[src/verilog/coar_consts.svh]
// constants for the core operand addressing and register block
`ifndef COAR_CONSTS_SVH
`define COAR_CONSTS_SVH
// special-function addresses of the core registers
`define COAR_ADDR_STACK_POINTER   8'h81
`define COAR_ADDR_DATA_POINTER_16_LOW        8'h82
`define COAR_ADDR_DATA_POINTER_16_HIGH       8'h83
`define COAR_ADDR_ARITH_MAIN      8'he0
`define COAR_ADDR_ARITH_SECOND    8'hf0
// reset values
`define COAR_RST_STACK_POINTER    8'h07
`define COAR_RST_ZERO             8'h00
// direct space split
`define COAR_DIRECT_RAM_TOP       8'h7f
// special opcodes
`define COAR_OPC_IDLE             8'h00
`define COAR_OPC_UNASSIGNED       8'ha5
// bank layout: eight registers per bank
`define COAR_BANK_SHIFT           3
`endif

[src/verilog/coar_pkg.sv]
// types shared by the operand addressing block
package coar_pkg;
  typedef enum logic [2:0] {
    COAR_TGT_NONE  = 3'h0,
    COAR_TGT_REL   = 3'h1,
    COAR_TGT_PAGE  = 3'h3,
    COAR_TGT_FULL  = 3'h2
  } coar_target_t;
endpackage : coar_pkg

[src/verilog/coar_operand_decode.sv]
// combinational operand address and jump target decoding
`include "coar_consts.svh"
module coar_operand_decode (
  // operand fields
  input  wire logic [1:0]  bankSelectField,
  input  wire logic [2:0]  bankRegisterIndex,
  input  wire logic        pointerSelect,
  input  wire logic [7:0]  pointerValue,
  input  wire logic [7:0]  directAddress,
  // branch fields
  input  wire logic [15:0] nextPc,
  input  wire logic [7:0]  displacement,
  input  wire logic [10:0] pageTarget,
  input  wire logic [15:0] fullTarget,
  input  wire coar_pkg::coar_target_t targetKind,
  // results
  output logic [7:0]       bankRegisterAddr,
  output logic [7:0]       pointerRegAddr,
  output logic [7:0]       indirectAddr,
  output logic             directIsSfr,
  output logic [15:0]      branchTarget
);
  // ************************************************************
  // address of a banked register
  // ************************************************************
  function automatic logic [7:0] bankAddr(input logic [1:0] bank, input logic [2:0] idx);
    bankAddr = {3'h0, bank, idx}; // bank 3 lands on 0x18-0x1f
  endfunction : bankAddr

  wire logic [15:0] relTarget;
  wire logic [15:0] pageJoin;

  // register operand and pointer register in the chosen bank
  assign bankRegisterAddr = bankAddr(bankSelectField, bankRegisterIndex); // [RULE1] [RULE14]
  assign pointerRegAddr   = bankAddr(bankSelectField, {2'h0, pointerSelect}); // [RULE2]
  assign indirectAddr     = pointerValue; // [RULE2]
  // above the ram top the byte goes to the special-function space
  assign directIsSfr      = directAddress > `COAR_DIRECT_RAM_TOP; // [RULE4]

  // signed offset from the byte after the instruction
  assign relTarget = nextPc + {{8{displacement[7]}}, displacement}; // [RULE3]
  // page target keeps the upper five bits of the next address
  assign pageJoin  = {nextPc[15:11], pageTarget}; // [RULE5]

  // target selection
  assign branchTarget = (targetKind == coar_pkg::COAR_TGT_REL)  ? relTarget :
                        (targetKind == coar_pkg::COAR_TGT_PAGE) ? pageJoin :
                        (targetKind == coar_pkg::COAR_TGT_FULL) ? fullTarget : // [RULE6]
                        nextPc;
endmodule : coar_operand_decode

[src/verilog/coar_core_regs.sv]
// core operand addressing decoder and core special-function registers
//
// Contract
// [RULE1] a banked register operand picks one of eight registers in the bank named by the bank select field.
// [RULE2] an indirect operand addresses data ram through register zero or one of the active bank.
// [RULE3] short and conditional jumps add a signed 8-bit offset to the next instruction address.
// [RULE4] direct addresses up to 0x7f reach data ram, 0x80 to 0xff the special-function space.
// [RULE5] page call and jump replace the low 11 bits of the next address, staying in the 2 kB page.
// [RULE6] far call and jump use a full 16-bit target anywhere in program memory.
// [RULE7] the unassigned opcode 0xa5 behaves exactly as the idle opcode.
// [RULE8] software writes reserved bits with their documented values.
// [RULE9] the 16-bit data pointer is a low and a high half, both read/write and cleared at reset.
// [RULE10] the stack pointer holds the top of stack and is incremented before a stack store writes.
// [RULE11] the stack pointer resets to seven.
// [RULE12] the main arithmetic register is read/write, bit addressable and cleared at reset.
// [RULE13] the second arithmetic register is read/write, bit addressable and cleared at reset.
// [RULE14] bank select values 0 to 3 map to ram banks, bank 3 at 0x18 to 0x1f.
// [RULE15] each core register is read and written at its special-function direct address.
`include "coar_consts.svh"
module coar_core_regs (
  // clock and reset
  input  wire logic        sys_clk,
  input  wire logic        reset,
  // instruction fields from the fetch stage
  input  wire logic [7:0]  opcode,
  input  wire logic [1:0]  bankSelectField,
  input  wire logic [2:0]  bankRegisterIndex,
  input  wire logic        pointerSelect,
  input  wire logic [7:0]  pointerValue,
  input  wire logic [7:0]  directAddress,
  input  wire logic [15:0] nextPc,
  input  wire logic [7:0]  displacement,
  input  wire logic [10:0] pageTarget,
  input  wire logic [15:0] fullTarget,
  input  wire coar_pkg::coar_target_t targetKind,
  // direct special-function access
  input  wire logic        sfrWrite,
  input  wire logic        sfrRead,
  input  wire logic [7:0]  sfrAddr,
  input  wire logic [7:0]  sfrWriteData,
  // bit access on the bit-addressable registers
  input  wire logic        bitWrite,
  input  wire logic [7:0]  bitSfrAddr,
  input  wire logic [2:0]  bitIndex,
  input  wire logic        bitValue,
  // stack and pointer operations
  input  wire logic        stackStore,
  input  wire logic        stackLoad,
  input  wire logic        pointerLoad,
  input  wire logic [15:0] immediateWord,
  // decoded results
  output logic [7:0]       bankRegisterAddr,
  output logic [7:0]       pointerRegAddr,
  output logic [7:0]       indirectAddr,
  output logic             directIsSfr,
  output logic [15:0]      branchTarget,
  output logic             isIdle,
  output logic [7:0]       stackWriteAddr,
  // register state
  output logic [7:0]       sfrReadData,
  output logic             sfrHit,
  output logic [7:0]       stackPointer,
  output logic [15:0]      dataPointer16,
  output logic [7:0]       arithMainRegister,
  output logic [7:0]       secondArithRegister
);
  // ************************************************************
  // operand decoding
  // ************************************************************
  wire logic [7:0]  decBankAddr;
  wire logic [7:0]  decPtrAddr;
  wire logic [7:0]  decIndirect;
  wire logic        decIsSfr;
  wire logic [15:0] decTarget;

  coar_operand_decode uDecode (
    .bankSelectField   (bankSelectField),
    .bankRegisterIndex (bankRegisterIndex),
    .pointerSelect     (pointerSelect),
    .pointerValue      (pointerValue),
    .directAddress     (directAddress),
    .nextPc            (nextPc),
    .displacement      (displacement),
    .pageTarget        (pageTarget),
    .fullTarget        (fullTarget),
    .targetKind        (targetKind),
    .bankRegisterAddr  (decBankAddr),
    .pointerRegAddr    (decPtrAddr),
    .indirectAddr      (decIndirect),
    .directIsSfr       (decIsSfr),
    .branchTarget      (decTarget)
  );

  // unassigned opcode folds onto the idle opcode
  // later stages see one idle code, so the spare opcode needs no state of its own
  wire logic decIdle = (opcode == `COAR_OPC_IDLE) || (opcode == `COAR_OPC_UNASSIGNED); // [RULE7]

  // register the decoded results so every output leaves a flip-flop
  always_ff @(posedge sys_clk or posedge reset) begin
    if (reset) begin
      bankRegisterAddr <= `COAR_RST_ZERO;
      pointerRegAddr   <= `COAR_RST_ZERO;
      indirectAddr     <= `COAR_RST_ZERO;
      directIsSfr      <= 1'b0;
      branchTarget     <= 16'h0000;
      isIdle           <= 1'b0;
    end else begin
      bankRegisterAddr <= decBankAddr;
      pointerRegAddr   <= decPtrAddr;
      indirectAddr     <= decIndirect;
      directIsSfr      <= decIsSfr;
      branchTarget     <= decTarget;
      isIdle           <= decIdle;
    end
  end

  // ************************************************************
  // special-function register decode
  // ************************************************************
  function automatic logic [7:0] setBit(input logic [7:0] v, input logic [2:0] i, input logic b);
    logic [7:0] r;
    r = v;
    r[i] = b;
    setBit = r;
  endfunction : setBit

  // write strobes per register; an address outside the map matches none and is dropped
  wire logic wrSp   = sfrWrite && (sfrAddr == `COAR_ADDR_STACK_POINTER); // [RULE15]
  wire logic wrDpl  = sfrWrite && (sfrAddr == `COAR_ADDR_DATA_POINTER_16_LOW);      // [RULE15]
  wire logic wrDph  = sfrWrite && (sfrAddr == `COAR_ADDR_DATA_POINTER_16_HIGH);     // [RULE15]
  wire logic wrAcc  = sfrWrite && (sfrAddr == `COAR_ADDR_ARITH_MAIN);    // [RULE15]
  wire logic wrB    = sfrWrite && (sfrAddr == `COAR_ADDR_ARITH_SECOND);  // [RULE15]
  wire logic bitAcc = bitWrite && (bitSfrAddr == `COAR_ADDR_ARITH_MAIN);   // [RULE12]
  wire logic bitB   = bitWrite && (bitSfrAddr == `COAR_ADDR_ARITH_SECOND); // [RULE13]

  // ************************************************************
  // next register values
  // ************************************************************
  // stack: pre-increment on store, post-decrement on load; a direct write wins
  wire logic [7:0] spPlusOne = stackPointer + 8'h01;
  wire logic [7:0] next_stackPointer =
    wrSp       ? sfrWriteData :
    stackStore ? spPlusOne :                // [RULE10]
    stackLoad  ? stackPointer - 8'h01 :
    stackPointer;

  // data pointer: direct byte writes take priority over the 16-bit load
  wire logic [7:0] next_dpLow  = wrDpl ? sfrWriteData : pointerLoad ? immediateWord[7:0]  : dataPointer16[7:0];
  wire logic [7:0] next_dpHigh = wrDph ? sfrWriteData : pointerLoad ? immediateWord[15:8] : dataPointer16[15:8];

  // bit-addressable registers accept byte or single-bit writes
  wire logic [7:0] next_arithMain =
    wrAcc ? sfrWriteData : bitAcc ? setBit(arithMainRegister, bitIndex, bitValue) : arithMainRegister;
  wire logic [7:0] next_arithSecond =
    wrB ? sfrWriteData : bitB ? setBit(secondArithRegister, bitIndex, bitValue) : secondArithRegister;

  // ************************************************************
  // read path
  // ************************************************************
  // read mux; unmapped addresses read zero and drop the hit flag
  wire logic [7:0] rdMux =
    (sfrAddr == `COAR_ADDR_STACK_POINTER) ? stackPointer :
    (sfrAddr == `COAR_ADDR_DATA_POINTER_16_LOW)      ? dataPointer16[7:0] :
    (sfrAddr == `COAR_ADDR_DATA_POINTER_16_HIGH)     ? dataPointer16[15:8] :
    (sfrAddr == `COAR_ADDR_ARITH_MAIN)    ? arithMainRegister :
    (sfrAddr == `COAR_ADDR_ARITH_SECOND)  ? secondArithRegister : `COAR_RST_ZERO;
  wire logic rdHit = (sfrAddr == `COAR_ADDR_STACK_POINTER) || (sfrAddr == `COAR_ADDR_DATA_POINTER_16_LOW) ||
                     (sfrAddr == `COAR_ADDR_DATA_POINTER_16_HIGH) || (sfrAddr == `COAR_ADDR_ARITH_MAIN) ||
                     (sfrAddr == `COAR_ADDR_ARITH_SECOND);

  // ************************************************************
  // register state
  // ************************************************************
  // the pushed byte goes to the incremented pointer, never the old one
  always_ff @(posedge sys_clk or posedge reset) begin
    if (reset) begin
      stackPointer   <= `COAR_RST_STACK_POINTER; // [RULE11]
      stackWriteAddr <= `COAR_RST_ZERO;
    end else begin
      stackPointer   <= next_stackPointer;
      stackWriteAddr <= spPlusOne;              // [RULE10]
    end
  end

  // ************************************************************
  // data pointer
  // ************************************************************
  // data pointer halves
  always_ff @(posedge sys_clk or posedge reset) begin
    if (reset) begin
      dataPointer16 <= 16'h0000; // [RULE9]
    end else begin
      dataPointer16 <= {next_dpHigh, next_dpLow}; // [RULE9]
    end
  end

  // ************************************************************
  // arithmetic registers
  // ************************************************************
  // arithmetic registers
  always_ff @(posedge sys_clk or posedge reset) begin
    if (reset) begin
      arithMainRegister   <= `COAR_RST_ZERO; // [RULE12]
      secondArithRegister <= `COAR_RST_ZERO; // [RULE13]
    end else begin
      arithMainRegister   <= next_arithMain;   // [RULE12]
      secondArithRegister <= next_arithSecond; // [RULE13]
    end
  end

  // ************************************************************
  // read data
  // ************************************************************
  // read data is held from one read to the next
  always_ff @(posedge sys_clk or posedge reset) begin
    if (reset) begin
      sfrReadData <= `COAR_RST_ZERO;
      sfrHit      <= 1'b0;
    end else if (sfrRead) begin
      sfrReadData <= rdMux; // [RULE15]
      sfrHit      <= rdHit;
    end
  end
endmodule : coar_core_regs

[config.mk]
export PLATFORM = sky130hd
export DESIGN_NAME = coar_core_regs
export DESIGN_NICKNAME = d
export VERILOG_FILES = /design/src/verilog/coar_pkg.sv /design/src/verilog/coar_operand_decode.sv /design/src/verilog/coar_core_regs.sv
export VERILOG_INCLUDE_DIRS = /design/src /design/src/verilog
export SDC_FILE = /design/constraint.sdc
export NUM_CORES = 1
export LEC_CHECK = 0
export BUFFER_PORTS_ARGS = -buffer_cell sky130_fd_sc_hd__buf_2
export CAP_MARGIN = 5
export CORE_ASPECT_RATIO = 2
export CORE_MARGIN = 3
export CORE_UTILIZATION = 50
export DETAILED_ROUTE_END_ITERATION = 8
export MAX_ROUTING_LAYER = met4
export PLACE_DENSITY = 0.83
export SYNTH_ARGS = -nofsm -noshare
export SYNTH_HDL_FRONTEND = slang
export SYNTH_SLANG_ARGS = --single-unit
export TNS_END_PERCENT = 1
[constraint.sdc]
create_clock -name sys_clk -period 3.75 [get_ports sys_clk]
set_input_delay 0.1875 -clock sys_clk [delete_from_list [all_inputs] [get_ports sys_clk]]
set_output_delay 0.1875 -clock sys_clk [all_outputs]
set_load 0.01 [all_outputs]
# ---- Word level (Yosys, flattened, before mapping)
# Cells that the tools add are included.
# W data, S select, Z words.
dict set report word_totals {
  reg_bits 91
  inputBits 136
  out_inout_bits 99
  wordCells 73
}
dict set report op_classes {
  n_addsub 3
  n_lt_le_gt_ge 3
  eq_ne 11
  muxes 23
  reduce_logical 19
}
# op count
set op_table {}
lappend op_table {{$mux W8} 16}
lappend op_table {{$eq A8 B8 Y1 const B} 8}
lappend op_table {{$mux W16} 3}
lappend op_table {{$add A16 B16 Y16} 1}
lappend op_table {{$bwmux W8} 2}
lappend op_table {{$add A8 B1 Y8 const B} 1}
lappend op_table {{$gt A8 B7 Y1 const B} 1}
lappend op_table {{$logic_and A1 B1 Y1} 8}
lappend op_table {{$logic_not A8 Y1} 1}
lappend op_table {{$reduce_bool A2 Y1} 4}
lappend op_table {{$sub A8 B1 Y8 const B} 1}
lappend op_table {{$eq A3 B2 Y1 const B} 2}
lappend op_table {{$logic_or A1 B1 Y1} 5}
lappend op_table {{$lt A3 B4 Y1 const B} 1}
lappend op_table {{$demux W1 S3} 1}
lappend op_table {{$eq A3 B1 Y1 const B} 1}
lappend op_table {{$ge A3 B1 Y1 const B} 1}
lappend op_table {{$reduce_bool A3 Y1} 1}
lappend op_table {{$mux W1} 1}

# ---- Depth between registers and ports, before layout
dict set report depth {
  depth_word 7
  ltp_mapped 8
  ltp_nobuf 8
}

# ---- Cells and area by module
# Synthesis repeated with hierarchy kept, for this count alone.
dict set report hier_totals {
  cells_unflattened 614
  hier_area_um2 5763.0
}
# mod n_inst cells_per_inst area_per_inst_um2 seq_area_each_um2
set modules_own_cells {}
lappend modules_own_cells {coar_core_regs 1 402 4291.6 2481.1}
lappend modules_own_cells {coar_operand_decode 1 212 1471.4 0.0}

# ---- Least setup slack after synthesis
# No wires, ideal clock.
dict set report synth_timing {
  kind {input -> register}
  startpoint {input nextPc[0]}
  endpoint {register branchTarget[14]}
  setup_time_ps 136
  arrival_time_ps 1943
  required_ps 3614
  slack_ps 1671
  cell_stages 8
  n_path_buf 0
  path_cell_list {ha_1 > fa_1 > a21o_1 > a221oi_2 > o31ai_1 > o31ai_1 > mux2i_1 > a311oi_1}
}
dict set report synth_via {
  elab_chain_len 2
}
# item line
set synth_rtl {}
lappend synth_rtl {{start, declared} coar_core_regs.sv:31} ;# input wire logic [15:0] nextPc,
lappend synth_rtl {{$add A16 B16 Y16} coar_operand_decode.sv:41} ;# assign relTarget = nextPc + {{8{displacement[7]}}, displacement};
lappend synth_rtl {{$mux W16} coar_operand_decode.sv:46} ;# assign branchTarget = (targetKind == coar_pkg::COAR_TGT_REL) ? relTarget :
lappend synth_rtl {{named net decTarget[14]} coar_core_regs.sv:74} ;# wire logic [15:0] decTarget;
lappend synth_rtl {{end signal, assigned} coar_core_regs.sv:112} ;# branchTarget <= decTarget;
lappend synth_rtl {{end, declared} coar_core_regs.sv:56} ;# output logic [15:0] branchTarget,
# The timed path passes the listed nets, and every way through them passes these cells.
# A chain may end at the register's enable or synchronous reset.

# ---- Final worst setup path
# Same ends and word-level chain as after synthesis.

==> summary.txt <==
Critical path
  – Worst path slowest cell: fa_1
  – Critical Path RT: 3980 ps
  – Worst R2R Start: stackPointer[1]
  – Crit path arrival time: 2420 ps
  – Most frequent cell on the critical path: o31ai_1
  – CP max FO: 3
  – Worst Setup End Kind: register
  – Cells on worst reg2reg path: 6
  – R2R setup slack: 1940 ps
  – Reg2Reg Capture Point: stackPointer[6]
  – Crit path launch: nextPc[0]
  – Critical-path cell list: buf_2 -> ha_1 -> fa_1 -> a21o_1 -> a221oi_2 -> o31ai_1 -> o31ai_1 -> mux2i_1 -> a311oi_1
  – Slowest stage delay, CP: 420 ps
  – Crit path max-delay family: compound AO/OA/AOI/OAI gates
  – Worst Path Buf+Inv: 1
  – Critical Path Source Type: primary input
  – CP Class: primary input to register

Synthesis
  – YS warnings: 0
  – Sequential share of the synthesized area: 0.4267
  – Top cell type's share of synthesized area: 0.4116
  – Post-synth top area cell: dfrtp_1
  – Post-synth EDFFs: 0
  – Synth Area in Simple Gates: 0.1433
  – Synth Instances: 528
  – Post-Syn Area: 5229 um^2
  – Netlist cell types: 65
  – Multiplexer share of the synthesized area: 0.1316
  – Syn Area/Cell: 9.903 um^2
  – Seq cells post-synth: 89
  – Adder-Cell Fraction of Synth Area: 0.04451
  – Xor and xnor area share after synthesis: 0.04188
  – Synth area leaders: dfrtp_1, mux2i_1, a21oi_1, ha_1, mux2_2
  – Commonest register cell after synthesis: dfrtp_1
  – Largest family of logic cells by synthesized area: compound AO/OA/AOI/OAI gates
  – Synth Area in Compound Gates: 0.1594
  – Synth async-reset ratio: 1.000

STA
  – Final Max Tran Viols: 0
  – Slew HR: 0.2802
  – RSZ-0062 raised after global routing: no
  – Clock skew: 4.273 ps
  – Min Tclk post-route: 2188 ps
  – Final period util: 0.5835
  – Final WS setup: 1562 ps
  – TNS Setup: 0 ps
  – Fmax: 457.0 MHz
  – Endpoints failing setup: 0
  – Tightest Pin Transition: 1077 ps
  – Final hold vios: 0

CTS
  – CTS tree: yes
  – Post-CTS resize count: 0
  – CTS clk-pin slew, worst paths: 60 ps
  – Worst-case clock buffer depth: 2
  – CTS Root Buffer Type: clkbuf_16
  – Sink Count: 89
  – CTS H-tree depth: 3
  – Total CTS buffers: 9
  – Worst skew pair latency: 330 ps

Place
  – IO buf count: 219
  – DPL Wire Length: 12.55 mm
  – Area post-placement: 6311 um^2
  – Placer Congestion: 0.9488
  – Dpl ws: 1265 ps

Pwr
  – Leak Pwr: 3.421 nW
  – VDD IR max: 252.4 uV
  – Pwr Total: 3.015 mW
  – Power Density: 446.0 nW/um^2

Global route
  – First-pass GRT wire length: 24.35 mm
  – Vias in the first global route: 5064
  – Largest net degree at the start of global routing: 46
  – Initial antenna violation count: 0
  – Grt total ovfl: 0
  – Total track usage: 0.2766

Die
  – Die height: 150.6 um
  – Core footprint: 10150 um^2
  – IO Pins: 235
  – Initial core utilization: 0.5152
  – Die ar.: 11800 um^2
  – # rows: 52
  – Die W: 78.31 um

Status
  – Outcome: finished clean

Drt
  – Antenna Nets Post-Route: 0
  – 1st-pass router iterations: 5
  – Starting DRC count in detailed routing: 307
  – Post-route DRC: 0
  – Via/cell ratio: 5.644
  – Via Count: 4995
  – Drt total wl: 16.18 mm
  – DR WL/cell: 18.29 um

Finish
  – Layout cell share with drive strength beyond 1: 0.3707
  – Diodes inserted: 0
  – Syn-to-layout area delta: 29.29%
  – Nets: 899
  – Post-route design area: 6760 um^2

Min path
  – Worst Hold Path EP: isIdle
  – Worst hold path class: primary input to register
  – Hold Path Origin: opcode[6]
  – Hold-critical path depth: 3

Job
  – Max cap viols: 0
[cell families (layout without fill, tap and decap cells)]
logic type,count (synthesis),after routing
other cells,1,8
xor+xnor,25,25
flops,89,89
buf+inv,48,263
simple gates,150,150
fa+ha+maj,18,18
mux,66,66
compound gates,131,131
[layout by cell type (no fill, tap or decap), types with 8 or more instances in the layout]
cell / n
buf_2: 219
dfrtp_1: 86
a21oi_1: 50
mux2i_1: 47
nor2_1: 47
nand2_1: 47
o21ai_0: 29
mux2_2: 18
ha_1: 17
dlygate4sd3_1: 16
xnor2_1: 14
o211ai_1: 12
xor2_1: 11
nand3_1: 10
clkbuf_16: 9
and3_1: 8
a21oi_2: 8
conb_1: 8
[tightest hold or removal path: cells and delay by family]
family,cells,cell delay [ps]
AO/OA/AOI/OAI,1,40
buffers and inverters,1,70
AND/OR/NAND/NOR,1,90
[synth_stat cells, types with 2 or more instances]
library cell and number:
a211o_1 2, a211oi_1 3, a21o_1 5, a21oi_1 50, a21oi_2 8, a222oi_1 7, a311oi_1 2, and2_1 2
and3_1 8, buf_1 2, buf_2 3, buf_4 12, buf_6 3, clkbuf_1 17, dfrtp_1 86, dfstp_2 3
ha_1 17, inv_1 8, mux2_2 18, mux2i_1 47, nand2_1 47, nand3_1 10, nand4_1 3, nor2_1 47
nor2_2 2, nor2b_1 3, nor3_1 6, nor3b_1 5, nor4_1 2, o211ai_1 12, o21ai_0 29, o31ai_1 2
or4_1 2, xnor2_1 14, xor2_1 11
[worst max path at each step]
| stage | depth (start not counted) | endpoint | slack [ps] |
|---|---|---|---|
| finish | 9 | branchTarget[14] | 1560 |
| global route | 9 | branchTarget[14] | 1480 |
| CTS | 9 | branchTarget[14] | 1620 |
| detailed placement | 9 | branchTarget[14] | 1260 |
| global placement | 9 | branchTarget[14] | 1320 |
| floorplan | 1 | arithMainRegister[0] | 1260 |
[registers in the layout, indices dropped and copies added (netlist names)]
signal and count:
indirectAddr 8, stackPointer 8, pointerRegAddr 3, isIdle 1
stackWriteAddr 8, sfrHit 1, directIsSfr 1, dataPointer16 16
branchTarget 16, sfrReadData 8, secondArithRegister 8, arithMainRegister 8
bankRegisterAddr 3
[cell type report]
type,count,area (um^2)
Multi-Input combinational cell,398,2753
Clock buffer,11,232.7
Tap cell,135,168.9
Sequential cell,89,2231
Inverter,9,40.04
Timing Repair Buffer,238,1279
Fill cell,788,3390
Clock inverter,5,56.30
[power by group]
part | switching (mW) | internal [mW] | total (mW)
combinational | 0.456 | 0.397 | 0.853
sequential | 0.151 | 1.13 | 1.28
clock | 0.370 | 0.516 | 0.886
[through the flow]
stage / hold slack [ps] / instances / utilization
floorplan: 218.9 / 535 / -
global placement: 64.23 / 853 / 0.6218
detailed placement: 67.07 / 853 / 0.6218
CTS: 83.05 / 885 / 0.6661
global route: 105.0 / 885 / 0.6661
finish: 92.70 / 885 / 0.6661
[per-layer routing]
metal / vias up / routed length [um] / track usage
met3: 68 / 954 / 0.04311
li1: 2321 / - / -
met4: 0 / 1017 / 0.1883
met1: 2345 / 5210 / 0.2527
met5: - / 0 / -
met2: 261 / 8999 / 0.5137
[what timing repair did]
item,in CTS,in global routing
endpoints found under the hold margin,20,0
hold buffers,16,0
buffers inserted,0,0
No activity file was read; power rests on OpenSTA's default activity.
